[src/inc/hawt_params.svh]
// Constants for the halt auto-wakeup timer
`ifndef HAWT_PARAMS_SVH
`define HAWT_PARAMS_SVH

// ----------------------------------------------------------------
// Register offsets
// ----------------------------------------------------------------
`define HAWT_ADDR_PRESC     8'h49
`define HAWT_ADDR_CSR       8'h4A
`define HAWT_ADDR_IRQ_STAT  8'h4B
`define HAWT_ADDR_IRQ_MASK  8'h4C

// ----------------------------------------------------------------
// Field positions and reset values
// ----------------------------------------------------------------
`define HAWT_CSR_EN_BIT     0
`define HAWT_CSR_MEAS_BIT   1
`define HAWT_CSR_FLAG_BIT   2
`define HAWT_CSR_RST        3'h0
`define HAWT_PRESC_RST      8'hFF
`define HAWT_PRESC_FORBID   8'h00
`define HAWT_IRQ_RST        3'h0
`define HAWT_EV_TIMED       0
`define HAWT_EV_EXIT        1
`define HAWT_EV_WDG         2
`define HAWT_BYTE_ZERO      8'h00

// ----------------------------------------------------------------
// Timing
// ----------------------------------------------------------------
`define HAWT_FIX_DIV        64
`define HAWT_FIX_LAST       6'h3F
`define HAWT_CLK_MHZ        125
`define HAWT_RC_STARTUP_NS  10000
`define HAWT_RC_STARTUP_CYC \
   ((`HAWT_RC_STARTUP_NS * `HAWT_CLK_MHZ + 999) / 1000)
`define HAWT_STAB_SHORT     256
`define HAWT_STAB_LONG      512
`define HAWT_CNT_ZERO       11'h000

`endif

[src/inc/hawt_pkg.sv]
// Types for the halt auto-wakeup timer
package hawt_pkg;

   // -------------------------------------------------------------
   // Power state
   // -------------------------------------------------------------
   typedef enum logic [4:0] {
      ST_RUN      = 5'h01,
      ST_HALT     = 5'h02,
      ST_RC_START = 5'h04,
      ST_COUNT    = 5'h08,
      ST_STAB     = 5'h10
   } hawt_state_e;

   // -------------------------------------------------------------
   // Control/status register content
   // -------------------------------------------------------------
   typedef struct packed {
      logic flag;
      logic measure;
      logic enable;
   } hawt_csr_s;

   typedef logic [10:0] hawt_cnt_t;

endpackage : hawt_pkg

[src/logic/hawt_div.sv]
// Fixed divide-by-64 followed by the programmable prescaler
`timescale 1ns/10ps
`include "hawt_params.svh"

module hawt_div
   import hawt_pkg::*;
(
   // Clock and reset
   input  wire logic       clk_in,
   input  wire logic       rst_n_in,
   // Control
   input  wire logic       clear_in,
   input  wire logic       run_in,
   input  wire logic       tick_in,
   input  wire logic [7:0] presc_in,
   // Result
   output logic            done_out
);

   logic [5:0] fix_q;
   logic [7:0] pre_q;
   logic       done_q;

   function automatic logic [7:0] inc8(input logic [7:0] v);
      inc8 = v + 8'h01;
   endfunction : inc8

   wire       step_w    = run_in & tick_in;
   wire       fix_wrap_w = step_w & (fix_q == `HAWT_FIX_LAST);
   wire       pre_hit_w = fix_wrap_w & (inc8(pre_q) == presc_in);

   // ----------------------------------------------------------------
   // Counters
   // ----------------------------------------------------------------
   always_ff @(posedge clk_in or negedge rst_n_in) begin
      if (!rst_n_in) begin
         fix_q  <= 6'h00;
         pre_q  <= 8'h00;
         done_q <= 1'b0;
      end else if (clear_in) begin
         fix_q  <= 6'h00;
         pre_q  <= 8'h00;
         done_q <= 1'b0;
      end else begin
         done_q <= pre_hit_w;
         if (step_w) begin
            fix_q <= fix_q + 6'h01;
         end
         if (fix_wrap_w) begin
            pre_q <= pre_hit_w ? 8'h00 : inc8(pre_q);
         end
      end
   end

   assign done_out = done_q;

endmodule : hawt_div

[src/logic/hawt_top.sv]
// Halt auto-wakeup timer: power state, registers and wake logic
// What this block does
// - Halt with enable set enters timed halt
// - Wake RC oscillator replaces main clock
// - Delay is 64 times prescaler plus startup
// - Timeout sets flag and raises wake interrupt
// - Wake turns main oscillator on, 256/512 wait
// - Reading control/status clears flag and wake interrupt
// - Writes to flag bit are ignored
// - Measure bit routes RC clock to capture
// - Control/status resets to 00h, 7:3 zero
// - Prescaler resets FFh, value is divide factor
// - Halt entry forces CPU interrupt mask clear
// - Timed halt stops main oscillator, peripherals
// - Reset or halt-exit interrupt also wakes
// - Watchdog halt option selects watchdog reset
`timescale 1ns/10ps
`include "hawt_params.svh"

module hawt_top
   import hawt_pkg::*;
(
   // Clock and reset
   input  wire logic       clk_in,
   input  wire logic       rst_n_in,
   // Register port
   input  wire logic [7:0] addr_in,
   input  wire logic [7:0] wdata_in,
   input  wire logic       wr_in,
   input  wire logic       rd_in,
   output logic [7:0]      rdata_out,
   // CPU and power control
   input  wire logic       halt_exec_in,
   input  wire logic       exit_irq_in,
   input  wire logic       stab_long_in,
   input  wire logic       wdg_enabled_in,
   input  wire logic       watchdog_in_halt_option_in,
   output logic            imask_clear_out,
   output logic            wdg_reset_out,
   output logic            cpu_stall_out,
   output logic            periph_stop_out,
   // Oscillators
   input  wire logic       rc_clk_in,
   output logic            main_osc_on_out,
   output logic            rc_osc_en_out,
   output logic            clk_sel_rc_out,
   // Lite timer capture
   output logic            lt_capture_out,
   // Interrupts
   output logic            wake_irq_out,
   output logic            irq_out
);

   // ----------------------------------------------------------------
   // State and registers
   // ----------------------------------------------------------------
   hawt_state_e state_q;
   hawt_state_e state_d;
   hawt_csr_s   csr_q;
   hawt_csr_s   csr_d;
   logic [7:0]  presc_q;
   logic [2:0]  stat_q;
   logic [2:0]  stat_d;
   logic [2:0]  mask_q;
   logic [7:0]  rdata_q;
   hawt_cnt_t   cnt_q;
   hawt_cnt_t   cnt_d;
   logic        imask_q;
   logic        wdg_q;
   logic        irq_q;
   logic        rc_s1_q;
   logic        rc_s2_q;
   logic        rc_s3_q;
   logic        div_done;

   // ----------------------------------------------------------------
   // Register decode
   // ----------------------------------------------------------------
   wire sel_presc_w = (addr_in == `HAWT_ADDR_PRESC);
   wire sel_csr_w   = (addr_in == `HAWT_ADDR_CSR);
   wire sel_stat_w  = (addr_in == `HAWT_ADDR_IRQ_STAT);
   wire sel_mask_w  = (addr_in == `HAWT_ADDR_IRQ_MASK);

   wire wr_presc_w  = wr_in & sel_presc_w;
   wire wr_csr_w    = wr_in & sel_csr_w;
   wire wr_stat_w   = wr_in & sel_stat_w;
   wire wr_mask_w   = wr_in & sel_mask_w;
   wire rd_csr_w    = rd_in & sel_csr_w;

   wire presc_ok_w  = (wdata_in != `HAWT_PRESC_FORBID);

   wire [7:0] csr_rd_w = {5'h00, csr_q};

   wire [7:0] rd_mux_w =
      sel_presc_w ? presc_q :
      sel_csr_w   ? csr_rd_w :
      sel_stat_w  ? {5'h00, stat_q} :
      sel_mask_w  ? {5'h00, mask_q} :
                    `HAWT_BYTE_ZERO;

   // ----------------------------------------------------------------
   // State decode
   // ----------------------------------------------------------------
   wire in_run_w    = (state_q == ST_RUN);
   wire in_halt_w   = (state_q == ST_HALT);
   wire in_start_w  = (state_q == ST_RC_START);
   wire in_count_w  = (state_q == ST_COUNT);
   wire in_stab_w   = (state_q == ST_STAB);
   wire in_timed_w  = in_start_w | in_count_w;
   wire halted_w    = in_halt_w | in_timed_w;
   wire cnt_zero_w  = (cnt_q == `HAWT_CNT_ZERO);

   // ----------------------------------------------------------------
   // Halt entry and events
   // ----------------------------------------------------------------
   wire wdg_trip_w  = in_run_w & halt_exec_in & wdg_enabled_in
                      & watchdog_in_halt_option_in;
   wire halt_go_w   = in_run_w & halt_exec_in & ~wdg_trip_w;
   wire timed_ev_w  = in_count_w & div_done & ~exit_irq_in;
   wire exit_ev_w   = halted_w & exit_irq_in;

   wire [2:0] ev_w;
   assign ev_w[`HAWT_EV_TIMED] = timed_ev_w;
   assign ev_w[`HAWT_EV_EXIT]  = exit_ev_w;
   assign ev_w[`HAWT_EV_WDG]   = wdg_trip_w;

   wire [2:0] stat_clr_w = wr_stat_w ? wdata_in[2:0] : 3'h0;

   // ----------------------------------------------------------------
   // Counter reload values
   // ----------------------------------------------------------------
   wire hawt_cnt_t startup_w = hawt_cnt_t'(`HAWT_RC_STARTUP_CYC - 1);
   wire hawt_cnt_t stab_w    = stab_long_in
                             ? hawt_cnt_t'(`HAWT_STAB_LONG - 1)
                             : hawt_cnt_t'(`HAWT_STAB_SHORT - 1);

   // ----------------------------------------------------------------
   // Wake RC clock synchroniser
   // ----------------------------------------------------------------
   always_ff @(posedge clk_in or negedge rst_n_in) begin
      if (!rst_n_in) begin
         rc_s1_q <= 1'b0;
         rc_s2_q <= 1'b0;
         rc_s3_q <= 1'b0;
      end else begin
         rc_s1_q <= rc_clk_in;
         rc_s2_q <= rc_s1_q;
         rc_s3_q <= rc_s2_q;
      end
   end

   wire rc_tick_w = rc_s2_q & ~rc_s3_q;

   // ----------------------------------------------------------------
   // Delay divider
   // ----------------------------------------------------------------
   hawt_div u_div (
      .clk_in   (clk_in),
      .rst_n_in (rst_n_in),
      .clear_in (~in_count_w),
      .run_in   (in_count_w & ~csr_q.flag),
      .tick_in  (rc_tick_w),
      .presc_in (presc_q),
      .done_out (div_done)
   );

   // ----------------------------------------------------------------
   // Power state machine
   // ----------------------------------------------------------------
   always_comb begin
      state_d = state_q;
      cnt_d   = cnt_q;
      case (state_q)
         ST_RUN: begin
            if (halt_go_w) begin
               if (csr_q.enable) begin
                  state_d = ST_RC_START;
                  cnt_d   = startup_w;
               end else begin
                  state_d = ST_HALT;
               end
            end
         end
         ST_HALT: begin
            if (exit_irq_in) begin
               state_d = ST_STAB;
               cnt_d   = stab_w;
            end
         end
         ST_RC_START: begin
            if (exit_irq_in) begin
               state_d = ST_STAB;
               cnt_d   = stab_w;
            end else if (cnt_zero_w) begin
               state_d = ST_COUNT;
            end else begin
               cnt_d = cnt_q - 11'h001;
            end
         end
         ST_COUNT: begin
            if (exit_irq_in || div_done) begin
               state_d = ST_STAB;
               cnt_d   = stab_w;
            end
         end
         ST_STAB: begin
            if (cnt_zero_w) begin
               state_d = ST_RUN;
            end else begin
               cnt_d = cnt_q - 11'h001;
            end
         end
         default: begin
            state_d = ST_RUN;
            cnt_d   = `HAWT_CNT_ZERO;
         end
      endcase
   end

   always_ff @(posedge clk_in or negedge rst_n_in) begin
      if (!rst_n_in) begin
         state_q <= ST_RUN;
         cnt_q   <= `HAWT_CNT_ZERO;
      end else begin
         state_q <= state_d;
         cnt_q   <= cnt_d;
      end
   end

   // ----------------------------------------------------------------
   // Control/status and prescaler registers
   // ----------------------------------------------------------------
   always_comb begin
      csr_d = csr_q;
      if (wr_csr_w) begin
         csr_d.measure = wdata_in[`HAWT_CSR_MEAS_BIT];
         csr_d.enable  = wdata_in[`HAWT_CSR_EN_BIT];
      end
      csr_d.flag = timed_ev_w | (csr_q.flag & ~rd_csr_w);
   end

   always_ff @(posedge clk_in or negedge rst_n_in) begin
      if (!rst_n_in) begin
         csr_q   <= `HAWT_CSR_RST;
         presc_q <= `HAWT_PRESC_RST;
      end else begin
         csr_q <= csr_d;
         if (wr_presc_w && presc_ok_w) begin
            presc_q <= wdata_in;
         end
      end
   end

   // ----------------------------------------------------------------
   // Interrupt status and mask
   // ----------------------------------------------------------------
   assign stat_d = (stat_q & ~stat_clr_w) | ev_w;

   always_ff @(posedge clk_in or negedge rst_n_in) begin
      if (!rst_n_in) begin
         stat_q <= `HAWT_IRQ_RST;
         mask_q <= `HAWT_IRQ_RST;
         irq_q  <= 1'b0;
      end else begin
         stat_q <= stat_d;
         if (wr_mask_w) begin
            mask_q <= wdata_in[2:0];
         end
         irq_q <= |(stat_q & mask_q);
      end
   end

   // ----------------------------------------------------------------
   // Read data and CPU pulses
   // ----------------------------------------------------------------
   always_ff @(posedge clk_in or negedge rst_n_in) begin
      if (!rst_n_in) begin
         rdata_q <= `HAWT_BYTE_ZERO;
         imask_q <= 1'b0;
         wdg_q   <= 1'b0;
      end else begin
         rdata_q <= rd_in ? rd_mux_w : `HAWT_BYTE_ZERO;
         imask_q <= halt_go_w;
         wdg_q   <= wdg_trip_w;
      end
   end

   // ----------------------------------------------------------------
   // Outputs
   // ----------------------------------------------------------------
   assign rdata_out       = rdata_q;
   assign imask_clear_out = imask_q;
   assign wdg_reset_out   = wdg_q;
   assign cpu_stall_out   = halted_w | in_stab_w;
   assign periph_stop_out = halted_w;
   assign main_osc_on_out = in_run_w | in_stab_w;
   assign clk_sel_rc_out  = in_timed_w;
   assign rc_osc_en_out   = in_timed_w | csr_q.measure;
   assign lt_capture_out  = csr_q.measure & rc_s2_q;
   assign wake_irq_out    = csr_q.flag;
   assign irq_out         = irq_q;

endmodule : hawt_top

[config.mk]
export PLATFORM = sky130hd
export DESIGN_NAME = hawt_top
export DESIGN_NICKNAME = d
export VERILOG_FILES = /design/src/inc/hawt_pkg.sv /design/src/logic/hawt_div.sv /design/src/logic/hawt_top.sv
export VERILOG_INCLUDE_DIRS = /design/src /design/src/inc
export SDC_FILE = /design/constraint.sdc
export NUM_CORES = 1
export LEC_CHECK = 0
export ABC_CLOCK_PERIOD_IN_PS = 2700
export BUFFER_PORTS_ARGS = -buffer_cell sky130_fd_sc_hd__buf_4
export CORE_ASPECT_RATIO = 0.7
export CORE_UTILIZATION = 37
export DETAILED_ROUTE_END_ITERATION = 10
export SLEW_MARGIN = 20
export SYNTH_ARGS = -nofsm -noshare
export SYNTH_HDL_FRONTEND = slang
export SYNTH_HIERARCHICAL = 1
export SYNTH_SLANG_ARGS = --single-unit
[constraint.sdc]
create_clock -name clk_in -period 2.7 [get_ports clk_in]
set_input_delay 0.54 -clock clk_in [delete_from_list [all_inputs] [get_ports clk_in]]
set_output_delay 0.54 -clock clk_in [all_outputs]
set_load 0.05 [all_outputs]
# ---- Word level (Yosys, flattened, before mapping)
# Index checks and enable logic that the tools add are counted.
# Widths: inputs -> output; s select.
dict set report word_totals {
  register_bits 62
}
dict set report op_classes {
  n_addsub 3
  eq_ne 19
  mux 28
  bitwise_logic 34
  n_reduce_logical 7
}
# cell count
set op_table {}
lappend op_table {{$mux 11} 6}
lappend op_table {{$pmux 11 s5} 1}
lappend op_table {{$mux 8} 5}
lappend op_table {{$eq 8x7->1 const B} 4}
lappend op_table {{$mux 5} 6}
lappend op_table {{$pmux 5 s5} 1}
lappend op_table {{$and 1x1->1} 19}
lappend op_table {{$mux 3} 5}
lappend op_table {{$mux 6} 2}
lappend op_table {{$logic_not 11->1} 1}
lappend op_table {{$sub 11x1->11 const B} 1}
lappend op_table {{$ne 2x1->1 const B} 5}
lappend op_table {{$mux 9} 1}
lappend op_table {{$add 8x1->8 const B} 1}
lappend op_table {{$eq 8x8->1} 1}
lappend op_table {{$reduce_bool 8->1} 1}
lappend op_table {{$add 6x1->6 const B} 1}
lappend op_table {{$and 3x3->3} 2}
lappend op_table {{$eq 6x6->1 const B} 1}
lappend op_table {{$or 1x1->1} 6}
lappend op_table {{$eq 5x1->1 const B} 1}
lappend op_table {{$eq 5x2->1 const B} 1}
lappend op_table {{$eq 5x3->1 const B} 1}
lappend op_table {{$eq 5x4->1 const B} 1}
lappend op_table {{12 further kinds} 17}

# ---- Logic depth before layout (Yosys ltp)
dict set report logic_depth {
  word_depth 8
  depth_mapped 10
  mapped_depth_nobuf 8
}

# ---- Modules after synthesis
# The synthesis kept the hierarchy.
# module instances cells_per_inst area_per_inst_um2 seq_area_each_um2
set by_module_without_submodules {}
lappend by_module_without_submodules {hawt_top 1 239 2501.1 1187.4}
lappend by_module_without_submodules {hawt_div 1 113 1034.7 375.4}

# ---- Worst setup path before layout
# No wires, ideal clock.
dict set report synth_timing {
  path_type {register -> output}
  start {register state_q[4]}
  end {output rc_osc_en_out}
  arrival_ns 2.085
  required_time_ns 2.160
  setup_slack_ns 0.075
  path_stages_with_launch 5
  cell_sequence {dfrtp_1 clkbuf_1 nor3_1 nor2b_1 or2_1}
}
dict set report synth_between {
  elab_chain_cells 3
  word_cells_on_any_way 4
}
# element line
set synth_rtl {}
lappend synth_rtl {{start, declared} hawt_top.sv:57} ;# hawt_state_e state_q;
lappend synth_rtl {{start signal, assigned} hawt_top.sv:225} ;# state_q <= state_d;
lappend synth_rtl {{$eq 5x3->1 or $eq 5x4->1 (tied branches)} {hawt_top.sv:106, hawt_top.sv:107}}
lappend synth_rtl {{$or 1x1->1 *} hawt_top.sv:109} ;# wire in_timed_w = in_start_w | in_count_w;
lappend synth_rtl {{via clk_sel_rc_out} hawt_top.sv:46} ;# output logic clk_sel_rc_out,
lappend synth_rtl {{$or 1x1->1 *} hawt_top.sv:298} ;# assign rc_osc_en_out = in_timed_w | csr_q.measure;
lappend synth_rtl {{end, declared} hawt_top.sv:45} ;# output logic rc_osc_en_out,
# Mark *: on every way through the listed nets, which the timed path passes. The rest lies on a longest branch.

# ---- Final worst setup path
dict set report layout_timing {
  start {register state_q[2]}
  end {output periph_stop_out}
}
dict set report layout_between {
  elab_chain_cells 3
  word_cells_on_any_way 5
}
# element line
set layout_rtl {}
lappend layout_rtl {{$eq 5x3->1 or $eq 5x4->1 (tied branches)} {hawt_top.sv:106, hawt_top.sv:107}}
lappend layout_rtl {{$or 1x1->1} hawt_top.sv:109}
lappend layout_rtl {{$or 1x1->1 *} hawt_top.sv:110} ;# wire halted_w = in_halt_w | in_timed_w;
lappend layout_rtl {{end, declared} hawt_top.sv:41} ;# output logic periph_stop_out,
# Mark *: on every way between the ends. The rest lies on a longest branch, timed or not.

==> metrics.md <==
| Metric | Value |
|---|---|
| Remaining global-route overflow | 0 |
| Switch share | 35.6% |
| Crit end category | output port |
| Clk root buf | clkbuf_16 |
| Setup_tns | 0 ns |
| Switch Pwr | 1.26 mW |
| Startpoint types | flop |
| Final period utilization | 89.9% |
| Synth Instances | 352 |
| Worst skew pair latency | 0.33 ns |
| RSZ-0062 raised after global routing | no |
| Pins Over Slew Limit | 0 |
| Setup ws final | 0.272 ns |
| CTS clock-pin slew for the worst setup and hold paths | 0.05 ns |
| Core Util, Final | 46.7% |
| Detailed-route vias per instance | 5.53 |
| I/O pin cnt | 44 |
| Post-layout power | 3.53 mW |
| Hold Crit Class | primary input to asynchronous set/reset pin |
| Hold slack | 0.296 ns |
| Layout area overhead | 21.3% |
| Critical path class | flop to output port |
| Initial core utilization | 38.5% |
| DRC | 0 |
| Die X | 119 um |
| Initial antenna violation count | 0 |
| Most common cell after layout, fill and taps aside | dfrtp_1 |
| CTS tree | yes |
| R2r endpoint | u_div/done_out$_DFF_PN0_ |
| Pin count of the biggest net entering global routing | 63 |
| Routed len/inst | 16.0 um |
| Setup-failing EPs final | 0 |
| Clock power frac | 34.9% |
| Detailed Route Iter0 Violations | 306 |
| R2r setup slk | 0.34 ns |
| Min cycle time layout | 2.43 ns |
| Port buffer count | 43 |
| Final hold viol count | 0 |
| Largest stage delay on the critical path | 0.47 ns |
| DP Cell Count | 509 |
| Drt pass-1 iters | 5 |
| Async set-reset flop share out of synthesis | 100% |
| Post-synthesis sequential area ratio | 44.2% |
| Crit path launch | state_q[2]$_DFFE_PN0P_ |
| CTS Buf Count | 9 |
| Cell Chain, Critical Path | nor3b_1 -> nor2_1 -> nor3_1 -> buf_4 |
| Routed vias | 2905 |
| Worst rel slew slack | 40.2% |
| Nets | 425 |
| Net Count, Synth | 381 |
| Final cell count without fillers | 525 |
| Most used DFF post-synth | dfrtp_1 |
| Critical path endpoint | periph_stop_out |
| CP max stage cell | dfrtp_1 |
| LEAKAGE | 1.85 nW |
| Commonest cells after routing, fill and taps aside | 53 x dfrtp_1, 46 x buf_4, 31 x nor2_1, 19 x nor3_1, 19 x nand2_1 |
| # fillers | 843 |
| CTS sink cnt | 62 |
| Cell area after synthesis | 0.00354 mm^2 |
| Antenna-violating nets left | 0 |
| Layout Cell Area excl Fill | 0.00429 mm^2 |
| Crit path DAT | 1.89 ns |
| Routability Congestion | 0.887 |
| Core area | 0.00918 mm^2 |
| Max Freq | 412 MHz |
| Warnings, synthesis | 6 |
| Seq pwr share | 32.2% |
| Diode count | 0 |
| Max_cap viols | 0 |
| CTS Hold Bufs | 0 |
| Worst R2R Path Depth | 8 |
| Die ar. | 0.00996 mm^2 |
| H-tree depth | 3 |
| CTS Buffer Depth | 2 |
| GRT Total Usage | 18.4% |
| P_int | 2.28 mW |
| Die height | 83.8 um |
| Place WS | 0.265 ns |
| Post-DP HPWL | 6.04 mm |
| Final WL | 8.38 mm |
| Area of the multi-input gates | 0.00186 mm^2 |
| Synthesized flop and latch total | 62 |
| Skew final | 0.00728 ns |
| Vias in the first global route | 2787 |
| Max VDD drop | 0.000315 V |
| Post-synth EDFFs | 0 |
| Comb power frac | 32.9% |
| Placed cell areas | 0.00397 mm^2 |
| CP Data Required Time | 2.16 ns |
| Cts repair resizes | 0 |
| Worst-margin pin slew | 0.891 ns |
| Site Rows | 29 |
| Seq. cell area | 0.00156 mm^2 |
| Setup bufs post-CTS | 0 |
| Status | complete, no violations |
| Syn_area_per_cell | 10.0 um^2 |
| First-pass GRT wire length | 14.1 mm |
| Unique cell type count in the Yosys netlist | 75 |
| CP max FO | 9 |
| Reg2reg start | state_q[3]$_DFFE_PN0P_ |
| Power Density | 824 mW/mm^2 |
| Share of cells above drive strength 1 | 25.4% |
-- per-layer routing --
layer | wire length, um | part of all wire (%) | vias to the layer above | GRT usage, %
met1 | 4220 | 50 | 1383 | 26.7
met2 | 3390 | 40 | 127 | 24.9
met3 | 701 | 8.4 | 9 | 7.79
met5 | 0 | 0 | - | 0
met4 | 66 | 0.79 | 0 | 4.37
li1 | - | - | 1386 | -
-- cell type report --
| type | instances | area share (%) |
|---|---|---|
| multi-input cells | 265 | 43.4 |
| clock inverters | 4 | 1.63 |
| repair buffers | 46 | 8.05 |
| flip-flops and latches | 62 | 36.4 |
| inverters | 12 | 1.05 |
| well taps | 124 | 3.62 |
| clock buffers | 12 | 5.75 |
-- worst min path at each step --
stage                      start              endpoint  slack (ns)  cells after the start
3_3_place_gp   rc_s1_q$_DFF_PN0_     rc_s2_q$_DFF_PN0_        0.33                      0
2_1_floorplan           rst_n_in  cnt_q[0]$_DFFE_PN0P_        0.24                      0
4_1_cts                rc_clk_in     rc_s1_q$_DFF_PN0_        0.31                      1
5_1_grt                rc_clk_in     rc_s1_q$_DFF_PN0_        0.29                      1
3_5_place_dp   rc_s1_q$_DFF_PN0_     rc_s2_q$_DFF_PN0_        0.34                      0
6_report                rst_n_in  cnt_q[8]$_DFFE_PN0P_        0.30                      1
-- synthesized netlist by cell type, types with 3 or more instances --
cell type | number | area share (%)
dfrtp_1 | 53 | 38
o21a_1 | 3 | 0.64
nand4_1 | 8 | 1.4
o21ai_2 | 3 | 0.74
mux2_4 | 8 | 3.4
nor3_1 | 19 | 2.7
buf_2 | 3 | 0.42
clkbuf_1 | 6 | 0.64
o31ai_1 | 4 | 0.85
o311a_1 | 3 | 0.85
inv_1 | 11 | 1.2
a31oi_1 | 6 | 1.1
or3_1 | 5 | 0.88
o21ai_0 | 8 | 1.1
and2_1 | 9 | 1.6
nand2_1 | 19 | 2.0
nor3b_1 | 5 | 1.1
nand2b_1 | 4 | 0.71
mux2i_1 | 5 | 1.4
ha_1 | 3 | 1.1
o22a_1 | 4 | 0.99
o21ai_1 | 18 | 2.5
nand3_1 | 6 | 0.85
nor2b_1 | 10 | 1.8
dfstp_2 | 9 | 6.7
a21oi_1 | 8 | 1.1
and4_1 | 3 | 0.74
xnor2_1 | 6 | 1.5
xor2_1 | 12 | 3.0
nor2_1 | 31 | 3.3
mux2_2 | 3 | 0.96
a22oi_1 | 3 | 0.64
-- critical path: cells and delay by family, from the launching register on --
family                 cells  cell delay [ns]
buffers and inverters      1             0.27
flip-flops                 1             0.47
AND/OR/NAND/NOR            3             0.82
-- sequential cells by signal (all words and copies together) (netlist names) --
| register | count |
|---|---|
| presc_q | 8 |
| stat_q | 3 |
| rc_s1_q | 1 |
| mask_q | 3 |
| wdg_reset_out | 1 |
| irq_out | 1 |
| imask_clear_out | 1 |
| rc_s2_q | 1 |
| u_div/fix_q | 6 |
| rc_s3_q | 1 |
| u_div/done_out | 1 |
| wake_irq_out | 1 |
| u_div/pre_q | 8 |
| csr_q | 2 |
| rdata_out | 8 |
| cnt_q | 11 |
| state_q | 5 |
-- power by group through the flow --
stage | Clock, mW | Sequential [mW] | Combinational, mW
6_report | 1.23 | 1.14 | 1.16
5_1_grt | 1.32 | 1.16 | 1.26
4_1_cts | 1.26 | 1.14 | 1.15
3_5_place_dp | 0 | 1.15 | 1.15
3_3_place_gp | 0 | 1.15 | 1.15
2_1_floorplan | 0 | 1.15 | 0.839
-- kinds of logic after synthesis --
kind of cell / synth area share, %
adder cells (fa/ha/maj): 1.06
XOR/XNOR: 4.46
buffers and inverters: 3.22
AND/OR/NAND/NOR: 23.4
multiplexers: 6.40
flip-flops: 44.2
AO/OA/AOI/OAI: 17.3
No activity file was read; power rests on OpenSTA's default activity.
